## src/include/cpcu_pkg.sv

```systemverilog
// Contract
// Four capture prescaler settings are selected by the unit's mode bits.
// Prescaler counter stays zero while the unit is off or not capturing.
// Any reset clears the capture prescaler counter.
// Switching directly between prescaler settings does not clear the counter.
// Software should write zero, then the new mode, to switch prescalers.
// Compare mode continuously compares the 16-bit value with the timer count.
// On match the pin goes high, goes low or stays, per mode bits.
// Every compare match sets the unit flag together with the pin action.
// Writing zero to the control register forces the output latch low.
// Software must make the compare pin an output before relying on it.
// The timer must run synchronously while compare is in use.
// Software interrupt mode leaves the pin alone and only flags.
// Special event trigger mode resets the timer count on match.
// The special event trigger also starts an analog conversion.
// A trigger-caused timer reset never sets the timer overflow flag.
// The trigger is one clock pulse per first detected equality.
package cpcu_pkg;
  localparam int ADDR_W = 3;
  localparam int DATA_W = 8;
  localparam logic [2:0] OFF_CTRL = 3'h0;
  localparam logic [2:0] OFF_VAL_LO = 3'h1;
  localparam logic [2:0] OFF_VAL_HI = 3'h2;
  localparam logic [2:0] OFF_STATUS = 3'h3;
  localparam logic [2:0] OFF_MASK = 3'h4;
  localparam logic [2:0] OFF_PSC = 3'h5;
  localparam int CTRL_W = 6;
  localparam int MODE_LSB = 0;
  localparam int STAT_W = 2;
  localparam int STAT_UNIT_BIT = 0;
  localparam int STAT_EVENT_BIT = 1;
  localparam logic [5:0] RST_CTRL = 6'h00;
  localparam logic [7:0] RST_VAL = 8'h00;
  localparam logic [1:0] RST_STAT = 2'h0;
  localparam logic [1:0] RST_MASK = 2'h0;
  localparam logic [3:0] RST_PSC = 4'h0;
  localparam logic [3:0] PSC_LIM_1 = 4'h0;
  localparam logic [3:0] PSC_LIM_4 = 4'h3;
  localparam logic [3:0] PSC_LIM_16 = 4'hF;
  localparam logic ADC_TRIGGER_EN = 1'b1;
  typedef enum logic [3:0] {
    MODE_OFF = 4'h0,
    MODE_CAP_FALL = 4'h4,
    MODE_CAP_RISE = 4'h5,
    MODE_CAP_RISE4 = 4'h6,
    MODE_CAP_RISE16 = 4'h7,
    MODE_CMP_HIGH = 4'h8,
    MODE_CMP_LOW = 4'h9,
    MODE_CMP_SWI = 4'hA,
    MODE_CMP_SPECIAL = 4'hB
  } cpcu_mode_type;
  typedef enum logic [1:0] {
    PS_FALL1 = 2'h0,
    PS_RISE1 = 2'h1,
    PS_RISE4 = 2'h2,
    PS_RISE16 = 2'h3
  } cpcu_psc_type;
endpackage

```

## src/include/cpcu_psc_if.sv

```systemverilog
`timescale 1ns/10ps
interface cpcu_psc_if;
  logic captureMode;
  logic [1:0] psSel;
  logic edgeSeen;
  logic captureFire;
  logic [3:0] psCount;
  modport ctl (output captureMode, output psSel, output edgeSeen,
               input captureFire, input psCount);
  modport psc (input captureMode, input psSel, input edgeSeen,
               output captureFire, output psCount);
endinterface

```

## src/logic/cpcu_prescaler.sv

```systemverilog
`timescale 1ns/10ps
module cpcu_prescaler (
  input wire logic clk,
  input wire logic reset_n,
  cpcu_psc_if.psc psc
);
  logic [3:0] count_r;
  logic fire_r;
  logic [3:0] limit;

  function automatic logic [3:0] psLimit(input logic [1:0] sel);
    unique case (cpcu_pkg::cpcu_psc_type'(sel))
      cpcu_pkg::PS_RISE4: psLimit = cpcu_pkg::PSC_LIM_4;
      cpcu_pkg::PS_RISE16: psLimit = cpcu_pkg::PSC_LIM_16;
      default: psLimit = cpcu_pkg::PSC_LIM_1;
    endcase
  endfunction

  assign limit = psLimit(psc.psSel);

  // A count above a newly chosen smaller limit wraps on the next edge
  always_ff @(posedge clk or negedge reset_n) begin
    if (!reset_n) begin
      count_r <= cpcu_pkg::RST_PSC;
    end else if (!psc.captureMode) begin
      count_r <= cpcu_pkg::RST_PSC;
    end else if (psc.edgeSeen) begin
      if (count_r >= limit) begin
        count_r <= cpcu_pkg::RST_PSC;
      end else begin
        count_r <= count_r + 4'h1;
      end
    end
  end

  always_ff @(posedge clk or negedge reset_n) begin
    if (!reset_n) begin
      fire_r <= 1'b0;
    end else begin
      fire_r <= psc.captureMode && psc.edgeSeen && (count_r >= limit);
    end
  end

  assign psc.captureFire = fire_r;
  assign psc.psCount = count_r;

  property p_psc_idle_zero;
    @(posedge clk) disable iff (!reset_n)
    !psc.captureMode |=> (count_r == 4'h0);
  endproperty
  a_psc_idle_zero: assert property (p_psc_idle_zero)
    else $error("prescaler count not zero while not capturing");

  property p_psc_no_clear;
    @(posedge clk) disable iff (!reset_n)
    (psc.captureMode && !psc.edgeSeen) |=> (count_r == $past(count_r));
  endproperty
  a_psc_no_clear: assert property (p_psc_no_clear)
    else $error("prescaler count changed without an edge");

  property p_psc_div16;
    @(posedge clk) disable iff (!reset_n)
    (psc.captureMode && psc.edgeSeen && psc.psSel == 2'h3 && count_r == 4'hE)
      |=> !fire_r ##0 (count_r == 4'hF);
  endproperty
  a_psc_div16: assert property (p_psc_div16)
    else $error("divide by sixteen fired early");
endmodule

```

## src/logic/cpcu_top.sv

```systemverilog
`timescale 1ns/10ps
module cpcu_top (
  input wire logic clk,
  input wire logic reset_n,
  input wire logic [2:0] regAddr,
  input wire logic [7:0] regWdata,
  input wire logic regWr,
  input wire logic regRd,
  output logic [7:0] regRdata,
  input wire logic [15:0] timerCount,
  input wire logic captureIn,
  output logic comparePinOut,
  output logic comparePinOe,
  output logic timerOneClear,
  output logic adcStart,
  output logic irq
);
  cpcu_psc_if pscBus ();

  logic [5:0] ctrl_r;
  logic [7:0] valueLo_r;
  logic [7:0] valueHi_r;
  logic [1:0] status_r;
  logic [1:0] mask_r;
  logic [7:0] rdata_r;
  logic pinLatch_r;
  logic pinOe_r;
  logic trig_r;
  logic adc_r;
  logic irq_r;
  logic matchPrev_r;
  logic capSync1_r;
  logic capSync2_r;
  logic capSync3_r;
  logic capLevel_r;

  cpcu_pkg::cpcu_mode_type mode;
  logic [15:0] compareValue;
  logic capStable;
  logic capRise;
  logic capFall;
  logic matchNow;
  logic matchPulse;
  logic ctrlWrite;
  logic ctrlZero;
  logic statusWrite;
  logic [1:0] statusSet;
  logic [1:0] statusClr;

  function automatic logic isCompare(input cpcu_pkg::cpcu_mode_type m);
    isCompare = (m == cpcu_pkg::MODE_CMP_HIGH) || (m == cpcu_pkg::MODE_CMP_LOW) ||
                (m == cpcu_pkg::MODE_CMP_SWI) || (m == cpcu_pkg::MODE_CMP_SPECIAL);
  endfunction

  function automatic logic isCapture(input cpcu_pkg::cpcu_mode_type m);
    isCapture = (m == cpcu_pkg::MODE_CAP_FALL) || (m == cpcu_pkg::MODE_CAP_RISE) ||
                (m == cpcu_pkg::MODE_CAP_RISE4) || (m == cpcu_pkg::MODE_CAP_RISE16);
  endfunction

  function automatic logic isRegWrite(input logic wr, input logic [2:0] a,
                                      input logic [2:0] off);
    isRegWrite = wr && (a == off);
  endfunction

  assign mode = cpcu_pkg::cpcu_mode_type'(ctrl_r[cpcu_pkg::MODE_LSB +: 4]);
  assign compareValue = {valueHi_r, valueLo_r};
  assign ctrlWrite = isRegWrite(regWr, regAddr, cpcu_pkg::OFF_CTRL);
  assign ctrlZero = ctrlWrite && (regWdata == 8'h00);
  assign statusWrite = isRegWrite(regWr, regAddr, cpcu_pkg::OFF_STATUS);

  // Capture input synchroniser; only stages two and three are examined
  always_ff @(posedge clk or negedge reset_n) begin
    if (!reset_n) begin
      capSync1_r <= 1'b0;
      capSync2_r <= 1'b0;
      capSync3_r <= 1'b0;
    end else begin
      capSync1_r <= captureIn;
      capSync2_r <= capSync1_r;
      capSync3_r <= capSync2_r;
    end
  end

  assign capStable = (capSync2_r == capSync3_r);
  assign capRise = capStable && capSync3_r && !capLevel_r;
  assign capFall = capStable && !capSync3_r && capLevel_r;

  always_ff @(posedge clk or negedge reset_n) begin
    if (!reset_n) begin
      capLevel_r <= 1'b0;
    end else if (capStable) begin
      capLevel_r <= capSync3_r;
    end
  end

  // Prescaler sees only the edge polarity of the active capture mode
  assign pscBus.captureMode = isCapture(mode);
  assign pscBus.psSel = ctrl_r[1:0];
  assign pscBus.edgeSeen = (mode == cpcu_pkg::MODE_CAP_FALL) ? capFall : capRise;

  cpcu_prescaler u_prescaler (
    .clk(clk),
    .reset_n(reset_n),
    .psc(pscBus.psc)
  );

  // Control register; a direct change between capture modes keeps the prescaler count
  always_ff @(posedge clk or negedge reset_n) begin
    if (!reset_n) begin
      ctrl_r <= cpcu_pkg::RST_CTRL;
    end else if (ctrlWrite) begin
      ctrl_r <= regWdata[5:0];
    end
  end

  // Value word: capture wins over a software write in the same cycle
  always_ff @(posedge clk or negedge reset_n) begin
    if (!reset_n) begin
      valueLo_r <= cpcu_pkg::RST_VAL;
      valueHi_r <= cpcu_pkg::RST_VAL;
    end else if (pscBus.captureFire) begin
      valueLo_r <= timerCount[7:0];
      valueHi_r <= timerCount[15:8];
    end else if (regWr && regAddr == cpcu_pkg::OFF_VAL_LO) begin
      valueLo_r <= regWdata;
    end else if (regWr && regAddr == cpcu_pkg::OFF_VAL_HI) begin
      valueHi_r <= regWdata;
    end
  end

  // Equality is level; only its first cycle counts as a match
  assign matchNow = isCompare(mode) && (compareValue == timerCount);
  assign matchPulse = matchNow && !matchPrev_r;

  always_ff @(posedge clk or negedge reset_n) begin
    if (!reset_n) begin
      matchPrev_r <= 1'b0;
    end else begin
      matchPrev_r <= matchNow;
    end
  end

  // Compare output latch; clearing control wins over a same-cycle match
  always_ff @(posedge clk or negedge reset_n) begin
    if (!reset_n) begin
      pinLatch_r <= 1'b0;
    end else if (ctrlZero) begin
      pinLatch_r <= 1'b0;
    end else if (matchPulse) begin
      unique case (mode)
        cpcu_pkg::MODE_CMP_HIGH: pinLatch_r <= 1'b1;
        cpcu_pkg::MODE_CMP_LOW: pinLatch_r <= 1'b0;
        cpcu_pkg::MODE_CMP_SWI: pinLatch_r <= pinLatch_r;
        cpcu_pkg::MODE_CMP_SPECIAL: pinLatch_r <= pinLatch_r;
        default: pinLatch_r <= pinLatch_r;
      endcase
    end
  end

  // Pin driven only in the pin-action compare modes
  always_ff @(posedge clk or negedge reset_n) begin
    if (!reset_n) begin
      pinOe_r <= 1'b0;
    end else begin
      pinOe_r <= (mode == cpcu_pkg::MODE_CMP_HIGH) || (mode == cpcu_pkg::MODE_CMP_LOW);
    end
  end

  // Trigger is its own clear strobe, never an overflow, so the timer
  // has no reason to raise its overflow flag
  always_ff @(posedge clk or negedge reset_n) begin
    if (!reset_n) begin
      trig_r <= 1'b0;
      adc_r <= 1'b0;
    end else begin
      trig_r <= matchPulse && (mode == cpcu_pkg::MODE_CMP_SPECIAL); // see R13
      adc_r <= matchPulse && (mode == cpcu_pkg::MODE_CMP_SPECIAL) &&
               cpcu_pkg::ADC_TRIGGER_EN;
    end
  end

  // Sticky status; a new event beats a write-one-to-clear
  assign statusSet[cpcu_pkg::STAT_UNIT_BIT] = matchPulse || pscBus.captureFire;
  assign statusSet[cpcu_pkg::STAT_EVENT_BIT] = matchPulse &&
                                               (mode == cpcu_pkg::MODE_CMP_SPECIAL);
  assign statusClr = statusWrite ? regWdata[1:0] : 2'h0;

  always_ff @(posedge clk or negedge reset_n) begin
    if (!reset_n) begin
      status_r <= cpcu_pkg::RST_STAT;
    end else begin
      status_r <= (status_r & ~statusClr) | statusSet; // see R8
    end
  end

  always_ff @(posedge clk or negedge reset_n) begin
    if (!reset_n) begin
      mask_r <= cpcu_pkg::RST_MASK;
    end else if (isRegWrite(regWr, regAddr, cpcu_pkg::OFF_MASK)) begin
      mask_r <= regWdata[1:0];
    end
  end

  always_ff @(posedge clk or negedge reset_n) begin
    if (!reset_n) begin
      irq_r <= 1'b0;
    end else begin
      irq_r <= |(status_r & mask_r);
    end
  end

  // Read data stand one cycle only; unmapped offsets read zero
  always_ff @(posedge clk or negedge reset_n) begin
    if (!reset_n) begin
      rdata_r <= 8'h00;
    end else if (regRd) begin
      unique case (regAddr)
        cpcu_pkg::OFF_CTRL: rdata_r <= {2'h0, ctrl_r};
        cpcu_pkg::OFF_VAL_LO: rdata_r <= valueLo_r;
        cpcu_pkg::OFF_VAL_HI: rdata_r <= valueHi_r;
        cpcu_pkg::OFF_STATUS: rdata_r <= {6'h00, status_r};
        cpcu_pkg::OFF_MASK: rdata_r <= {6'h00, mask_r};
        cpcu_pkg::OFF_PSC: rdata_r <= {4'h0, pscBus.psCount};
        default: rdata_r <= 8'h00;
      endcase
    end else begin
      rdata_r <= 8'h00;
    end
  end

  assign regRdata = rdata_r;
  assign comparePinOut = pinLatch_r;
  assign comparePinOe = pinOe_r;
  assign timerOneClear = trig_r;
  assign adcStart = adc_r;
  assign irq = irq_r;

  property p_match_flag;
    @(posedge clk) disable iff (!reset_n)
    matchPulse |=> status_r[0];
  endproperty
  a_match_flag: assert property (p_match_flag)
    else $error("match did not set the unit flag");

  property p_pin_high;
    @(posedge clk) disable iff (!reset_n)
    (matchPulse && mode == cpcu_pkg::MODE_CMP_HIGH && !ctrlZero)
      |=> comparePinOut && status_r[0];
  endproperty
  a_pin_high: assert property (p_pin_high)
    else $error("pin not driven high on match");

  property p_pin_low;
    @(posedge clk) disable iff (!reset_n)
    (matchPulse && mode == cpcu_pkg::MODE_CMP_LOW) |=> !comparePinOut;
  endproperty
  a_pin_low: assert property (p_pin_low)
    else $error("pin not driven low on match");

  property p_zero_ctrl;
    @(posedge clk) disable iff (!reset_n)
    ctrlZero |=> !comparePinOut && (ctrl_r == 6'h00);
  endproperty
  a_zero_ctrl: assert property (p_zero_ctrl)
    else $error("clearing control left the latch high");

  property p_swi_pin;
    @(posedge clk) disable iff (!reset_n)
    (mode == cpcu_pkg::MODE_CMP_SWI && !ctrlZero) |=> $stable(comparePinOut);
  endproperty
  a_swi_pin: assert property (p_swi_pin)
    else $error("software interrupt mode moved the pin");

  property p_trig_cause;
    @(posedge clk) disable iff (!reset_n)
    (matchPulse && mode == cpcu_pkg::MODE_CMP_SPECIAL)
      |=> timerOneClear && adcStart && status_r[1];
  endproperty
  a_trig_cause: assert property (p_trig_cause)
    else $error("special event match gave no trigger");

  property p_trig_single;
    @(posedge clk) disable iff (!reset_n)
    timerOneClear |=> !timerOneClear;
  endproperty
  a_trig_single: assert property (p_trig_single)
    else $error("trigger wider than one cycle");

  property p_trig_equal;
    @(posedge clk) disable iff (!reset_n)
    timerOneClear |-> ($past(compareValue) == $past(timerCount)) && !$past(matchPrev_r);
  endproperty
  a_trig_equal: assert property (p_trig_equal)
    else $error("trigger without first equality");

  // No disable here: the clear must hold while the clock keeps running in reset
  property p_psc_reset;
    @(posedge clk)
    (!reset_n ##1 !reset_n) |-> (pscBus.psCount == 4'h0);
  endproperty
  a_psc_reset: assert property (p_psc_reset)
    else $error("prescaler count survived a reset");

  property p_trig_adc;
    @(posedge clk) disable iff (!reset_n)
    timerOneClear |-> adcStart;
  endproperty
  a_trig_adc: assert property (p_trig_adc)
    else $error("trigger without conversion start");

  property p_trig_only_special;
    @(posedge clk) disable iff (!reset_n)
    !(matchPulse && mode == cpcu_pkg::MODE_CMP_SPECIAL) |=> !timerOneClear && !adcStart;
  endproperty
  a_trig_only_special: assert property (p_trig_only_special)
    else $error("trigger outside a special event match");

  property p_irq_set;
    @(posedge clk) disable iff (!reset_n)
    (|(status_r & mask_r)) |=> irq;
  endproperty
  a_irq_set: assert property (p_irq_set)
    else $error("unmasked flag raised no interrupt");

  property p_irq_clear;
    @(posedge clk) disable iff (!reset_n)
    (~|(status_r & mask_r)) |=> !irq;
  endproperty
  a_irq_clear: assert property (p_irq_clear)
    else $error("interrupt without an unmasked flag");

  property p_match_once;
    @(posedge clk) disable iff (!reset_n)
    (matchNow && matchPrev_r && !ctrlZero) |=> $stable(comparePinOut) && !timerOneClear;
  endproperty
  a_match_once: assert property (p_match_once)
    else $error("lasting equality acted twice");

  property p_capture_load;
    @(posedge clk) disable iff (!reset_n)
    pscBus.captureFire |=> status_r[0] && (compareValue == $past(timerCount));
  endproperty
  a_capture_load: assert property (p_capture_load)
    else $error("capture did not load the count and flag");
endmodule

```

## config.mk

```make
export PLATFORM = sky130hd
export DESIGN_NAME = cpcu_top
export DESIGN_NICKNAME = d
export VERILOG_FILES = /design/src/include/cpcu_pkg.sv /design/src/include/cpcu_psc_if.sv /design/src/logic/cpcu_prescaler.sv /design/src/logic/cpcu_top.sv
export SDC_FILE = /design/constraint.sdc
export NUM_CORES = 1
export LEC_CHECK = 0
export ABC_AREA = 1
export BUFFER_PORTS_ARGS = -buffer_cell sky130_fd_sc_hd__buf_2
export CORE_UTILIZATION = 35
export DETAILED_ROUTE_END_ITERATION = 12
export PLACE_DENSITY = 0.57
export SLEW_MARGIN = 20
export SYNTH_ARGS = -nofsm -noshare
export SYNTH_HDL_FRONTEND = slang
export SYNTH_SLANG_ARGS = --single-unit
```

## constraint.sdc

```tcl
create_clock -name clk -period 2.05 [get_ports clk]
set_input_delay 0.205 -clock clk [delete_from_list [all_inputs] [get_ports clk]]
set_output_delay 0.205 -clock clk [all_outputs]
set_load 0.01 [all_outputs]
```

==> results.yml <==
worst_hold_path:
  timing.hold.worst.class: "in -> reg"
  hold_depth: 3
  holdCritStartpoint: "regRd"
  min_to: "regRdata[4]$_DFF_PN0_"
logic_synthesis:
  postSynth.topFlopCell: "dfrtp_1"
  synth_top_area_share_pct: 44.6
  async_reset_ff_share_pct: 100
  synth_area_leader_cell: "dfrtp_1"
  yosysWarningCount: 0
  yosys.cell_types.count: 33
  yosys-top-cells-area: "dfrtp_1 (45%), nand2_1 (14%), inv_1 (8.5%), o21ai_1 (4.8%), nor2_1 (4.7%)"
  synth_nets: 405
  synth_most_common_cell: "nand2_1"
  syn_area_per_cell_um2: 7.36
  synthTopCellsByCount: "nand2_1 (98), inv_1 (61), dfrtp_1 (48)"
  yosysSeqAreaShare_pct: 44.6
  post_synthesis_cell_count: 366
  synthesis.area_mm2: 0.00269
  postSynthRegisterBits: 48
  synth_edf_count: 0
timing:
  maxClockFrequency_ghz: 0.574
  fin_crit_ps: 1740
  slew_headroom_pct: 68.4
  setup-violations-final: 0
  worstMarginPinSlew_ps: 473
  totalNegativeSetupSlack_ps: 0
  slew_violations: 0
  report.final.hold_viol_count: 0
  crit_share_post_route_pct: 85.0
  rsz0062_at_grt: "false"
  finalClockSkew_ps: 7.85
  layout_setup_ws_ps: 307
  finalHoldWorstSlack_ps: 139
job:
  drv_cap: 0
power:
  internal-power_mw: 1.78
  powerDensity_mw_per_mm2: 905
  net_sw_share_pct: 37.3
  seqPwrFrac_pct: 48.7
  vdd.ir_drop.worst_mv: 0.306
  leakagePower_nw: 1.70
  part_of_the_power_in_combinational_logic_pct: 31.0
  net-switching-power_mw: 1.06
  p_clk_share_pct: 20.4
clock_tree:
  cts.sinks: 48
  ctsRootBufferMaster: "clkbuf_8"
  clkTransAtPathRegs_ps: 80
  cts_buffer_depth: 2
  tritoncts_clock_tree: "done"
  ctsHtreeMaxLevel: 2
  cts_buffers: 5
  clock_latency_on_the_worst_skew_pair_ps: 290
  holdBufCountCts: 1
  cts_resized: 0
  post-cts-setup-buffer-count: 0
run_status:
  run_status: "complete, no violations"
setup_path:
  worstPathArrival_ps: 1970
  reg2reg_slack_ps: 310
  timing.critical_path.from_type: "register"
  r2r-end: "u_prescaler.psc.psCount[3]$_DFFE_PN0P_"
  r2r_start: "ctrl_r[1]$_DFFE_PN0P_"
  cp_max_fo: 6
  cp_data_required_time_ps: 2280
  cp-end-kind: "register"
  timing.reg2reg.worst_path_depth: 10
  criticalPathCategory: "reg -> reg"
floorplan:
  die_y_um: 89.7
  design.portCount: 45
  placement_rows: 31
  design.core.area_mm2: 0.00733
  dieArea_mm2: 0.00805
  die_width_um: 89.7
  starting_density_of_the_core_pct: 36.7
final_layout:
  final_net_count: 456
  area_growth_syn_to_layout_pct: 16.8
  antenna_cells: 0
  filler_cell_count: 780
  layout-drive-gt1-share_pct: 18.2
  post-route-util_pct: 42.9
global_route:
  global_route.usage.total_pct: 18.0
  grt_first_pass_wirelength_um: 11400
  grt_max_degree: 21
  grt_antenna_before_repair: 0
  grt-ovfl-total: 0
  grt_pass1_vias: 2327
routing:
  drt-initial-drc-count: 165
  avgViaCountPerCell: 4.74
  ant_nets: 0
  drt_pass1_iterations: 4
  post-route-drc-count: 0
  avgRoutedWirePerCell_um: 13.2
  drt_wl_total_um: 6830
  num_vias: 2450
placed_design:
  port_buffers: 44
  place.detailed.hpwl_um: 5580
  place.gp.congestion: 0.900
  post-place-ws_ps: 353
==> final cells by class <==
type                    count  area, µm²  area share [%]
inverters                  71        267            8.48
well taps                  99        124            3.94
multi-input cells         240       1180            37.7
repair buffers             51        278            8.83
clock buffers               8       90.1            2.87
flip-flops and latches     48       1200            38.2
==> flip-flops by register name (all words and copies together), names as in the netlist, 2 cells and up <==
name,flops
u_prescaler.psc.psCount,4
status_r,2
ctrl_r,6
valueLo_r,8
regRdata,8
mask_r,2
valueHi_r,8
==> layer usage <==
metal  track usage [%]  part of all wire, %  up-vias
li1                  -                    -     1250
met3              2.12                  5.2        6
met4              5.46                  1.0        0
met1              24.9                   48     1120
met5                 0                    0        -
met2              29.6                   46       74
==> cell families after synthesis <==
family / Yosys count / share of synthesized area, %
AO/OA/AOI/OAI: 73 / 15.6
flip-flops: 48 / 44.6
XOR/XNOR: 3 / 0.976
adder cells (fa/ha/maj): 7 / 3.25
AND/OR/NAND/NOR: 157 / 24.2
buffers and inverters: 78 / 11.4
==> cells in the final DEF, fill, tap and decap left out <==
master,count
nand2_2,1
xor2_1,2
ha_1,7
a21boi_1,1
o22ai_1,7
nand4_2,1
o21ai_0,10
nand2_1,98
a211oi_1,1
clkbuf_1,2
a221oi_1,2
buf_4,5
or2_1,1
a21oi_1,19
o211ai_1,2
clkinv_1,1
dlygate4sd3_1,2
xnor2_1,1
inv_2,9
nor2_1,34
nor3_1,1
a31oi_1,2
nor2_2,6
inv_1,61
dfrtp_1,48
nand3_2,1
o21ai_1,26
a31o_2,1
nand3b_1,1
nand3_1,9
nand4_1,3
a21oi_4,2
nor4_1,1
buf_2,44
clkbuf_8,6
==> critical path, stage by stage (launching register included) <==
cell	delay, ps
dfrtp_1	440
nand2_1	150
ha_1	320
nand2_1	70
inv_1	50
o21ai_1	60
nand2_1	50
a31o_2	220
nor2_2	150
nand3_1	90
o21ai_1	70
==> power by group through the flow <==
stage | combinational, mW | clock [mW] | sequential (mW)
after floorplan | 0.633 | 0 | 1.34
after global placement | 0.866 | 0 | 1.39
after detailed placement | 0.884 | 0 | 1.40
after CTS | 0.888 | 0.598 | 1.38
after global routing | 1.02 | 0.645 | 1.42
final | 0.881 | 0.580 | 1.39
==> through the flow <==
stage / cells / total power, mW / instance area (µm²)
after detailed placement: 507 / 2.28 / 3030
after CTS: 516 / 2.87 / 3130
after floorplan: 366 / 1.97 / 2690
after global placement: 507 / 2.26 / 3030
after global routing: 517 / 3.09 / 3140
final: 517 / 2.85 / 3140
==> how the worst max path moves through the flow <==
stage,slack [ps],start,to,cells after the start
2_1_floorplan,510,ctrl_r[1]$_DFFE_PN0P_,u_prescaler.psc.psCount[3]$_DFFE_PN0P_,10
3_3_place_gp,420,ctrl_r[1]$_DFFE_PN0P_,u_prescaler.psc.psCount[3]$_DFFE_PN0P_,10
3_5_place_dp,350,ctrl_r[1]$_DFFE_PN0P_,u_prescaler.psc.psCount[3]$_DFFE_PN0P_,10
4_1_cts,330,ctrl_r[1]$_DFFE_PN0P_,u_prescaler.psc.psCount[3]$_DFFE_PN0P_,10
5_1_grt,90,ctrl_r[1]$_DFFE_PN0P_,u_prescaler.psc.psCount[3]$_DFFE_PN0P_,10
6_report,310,ctrl_r[1]$_DFFE_PN0P_,u_prescaler.psc.psCount[3]$_DFFE_PN0P_,10
(Power assumes the default switching activity.)
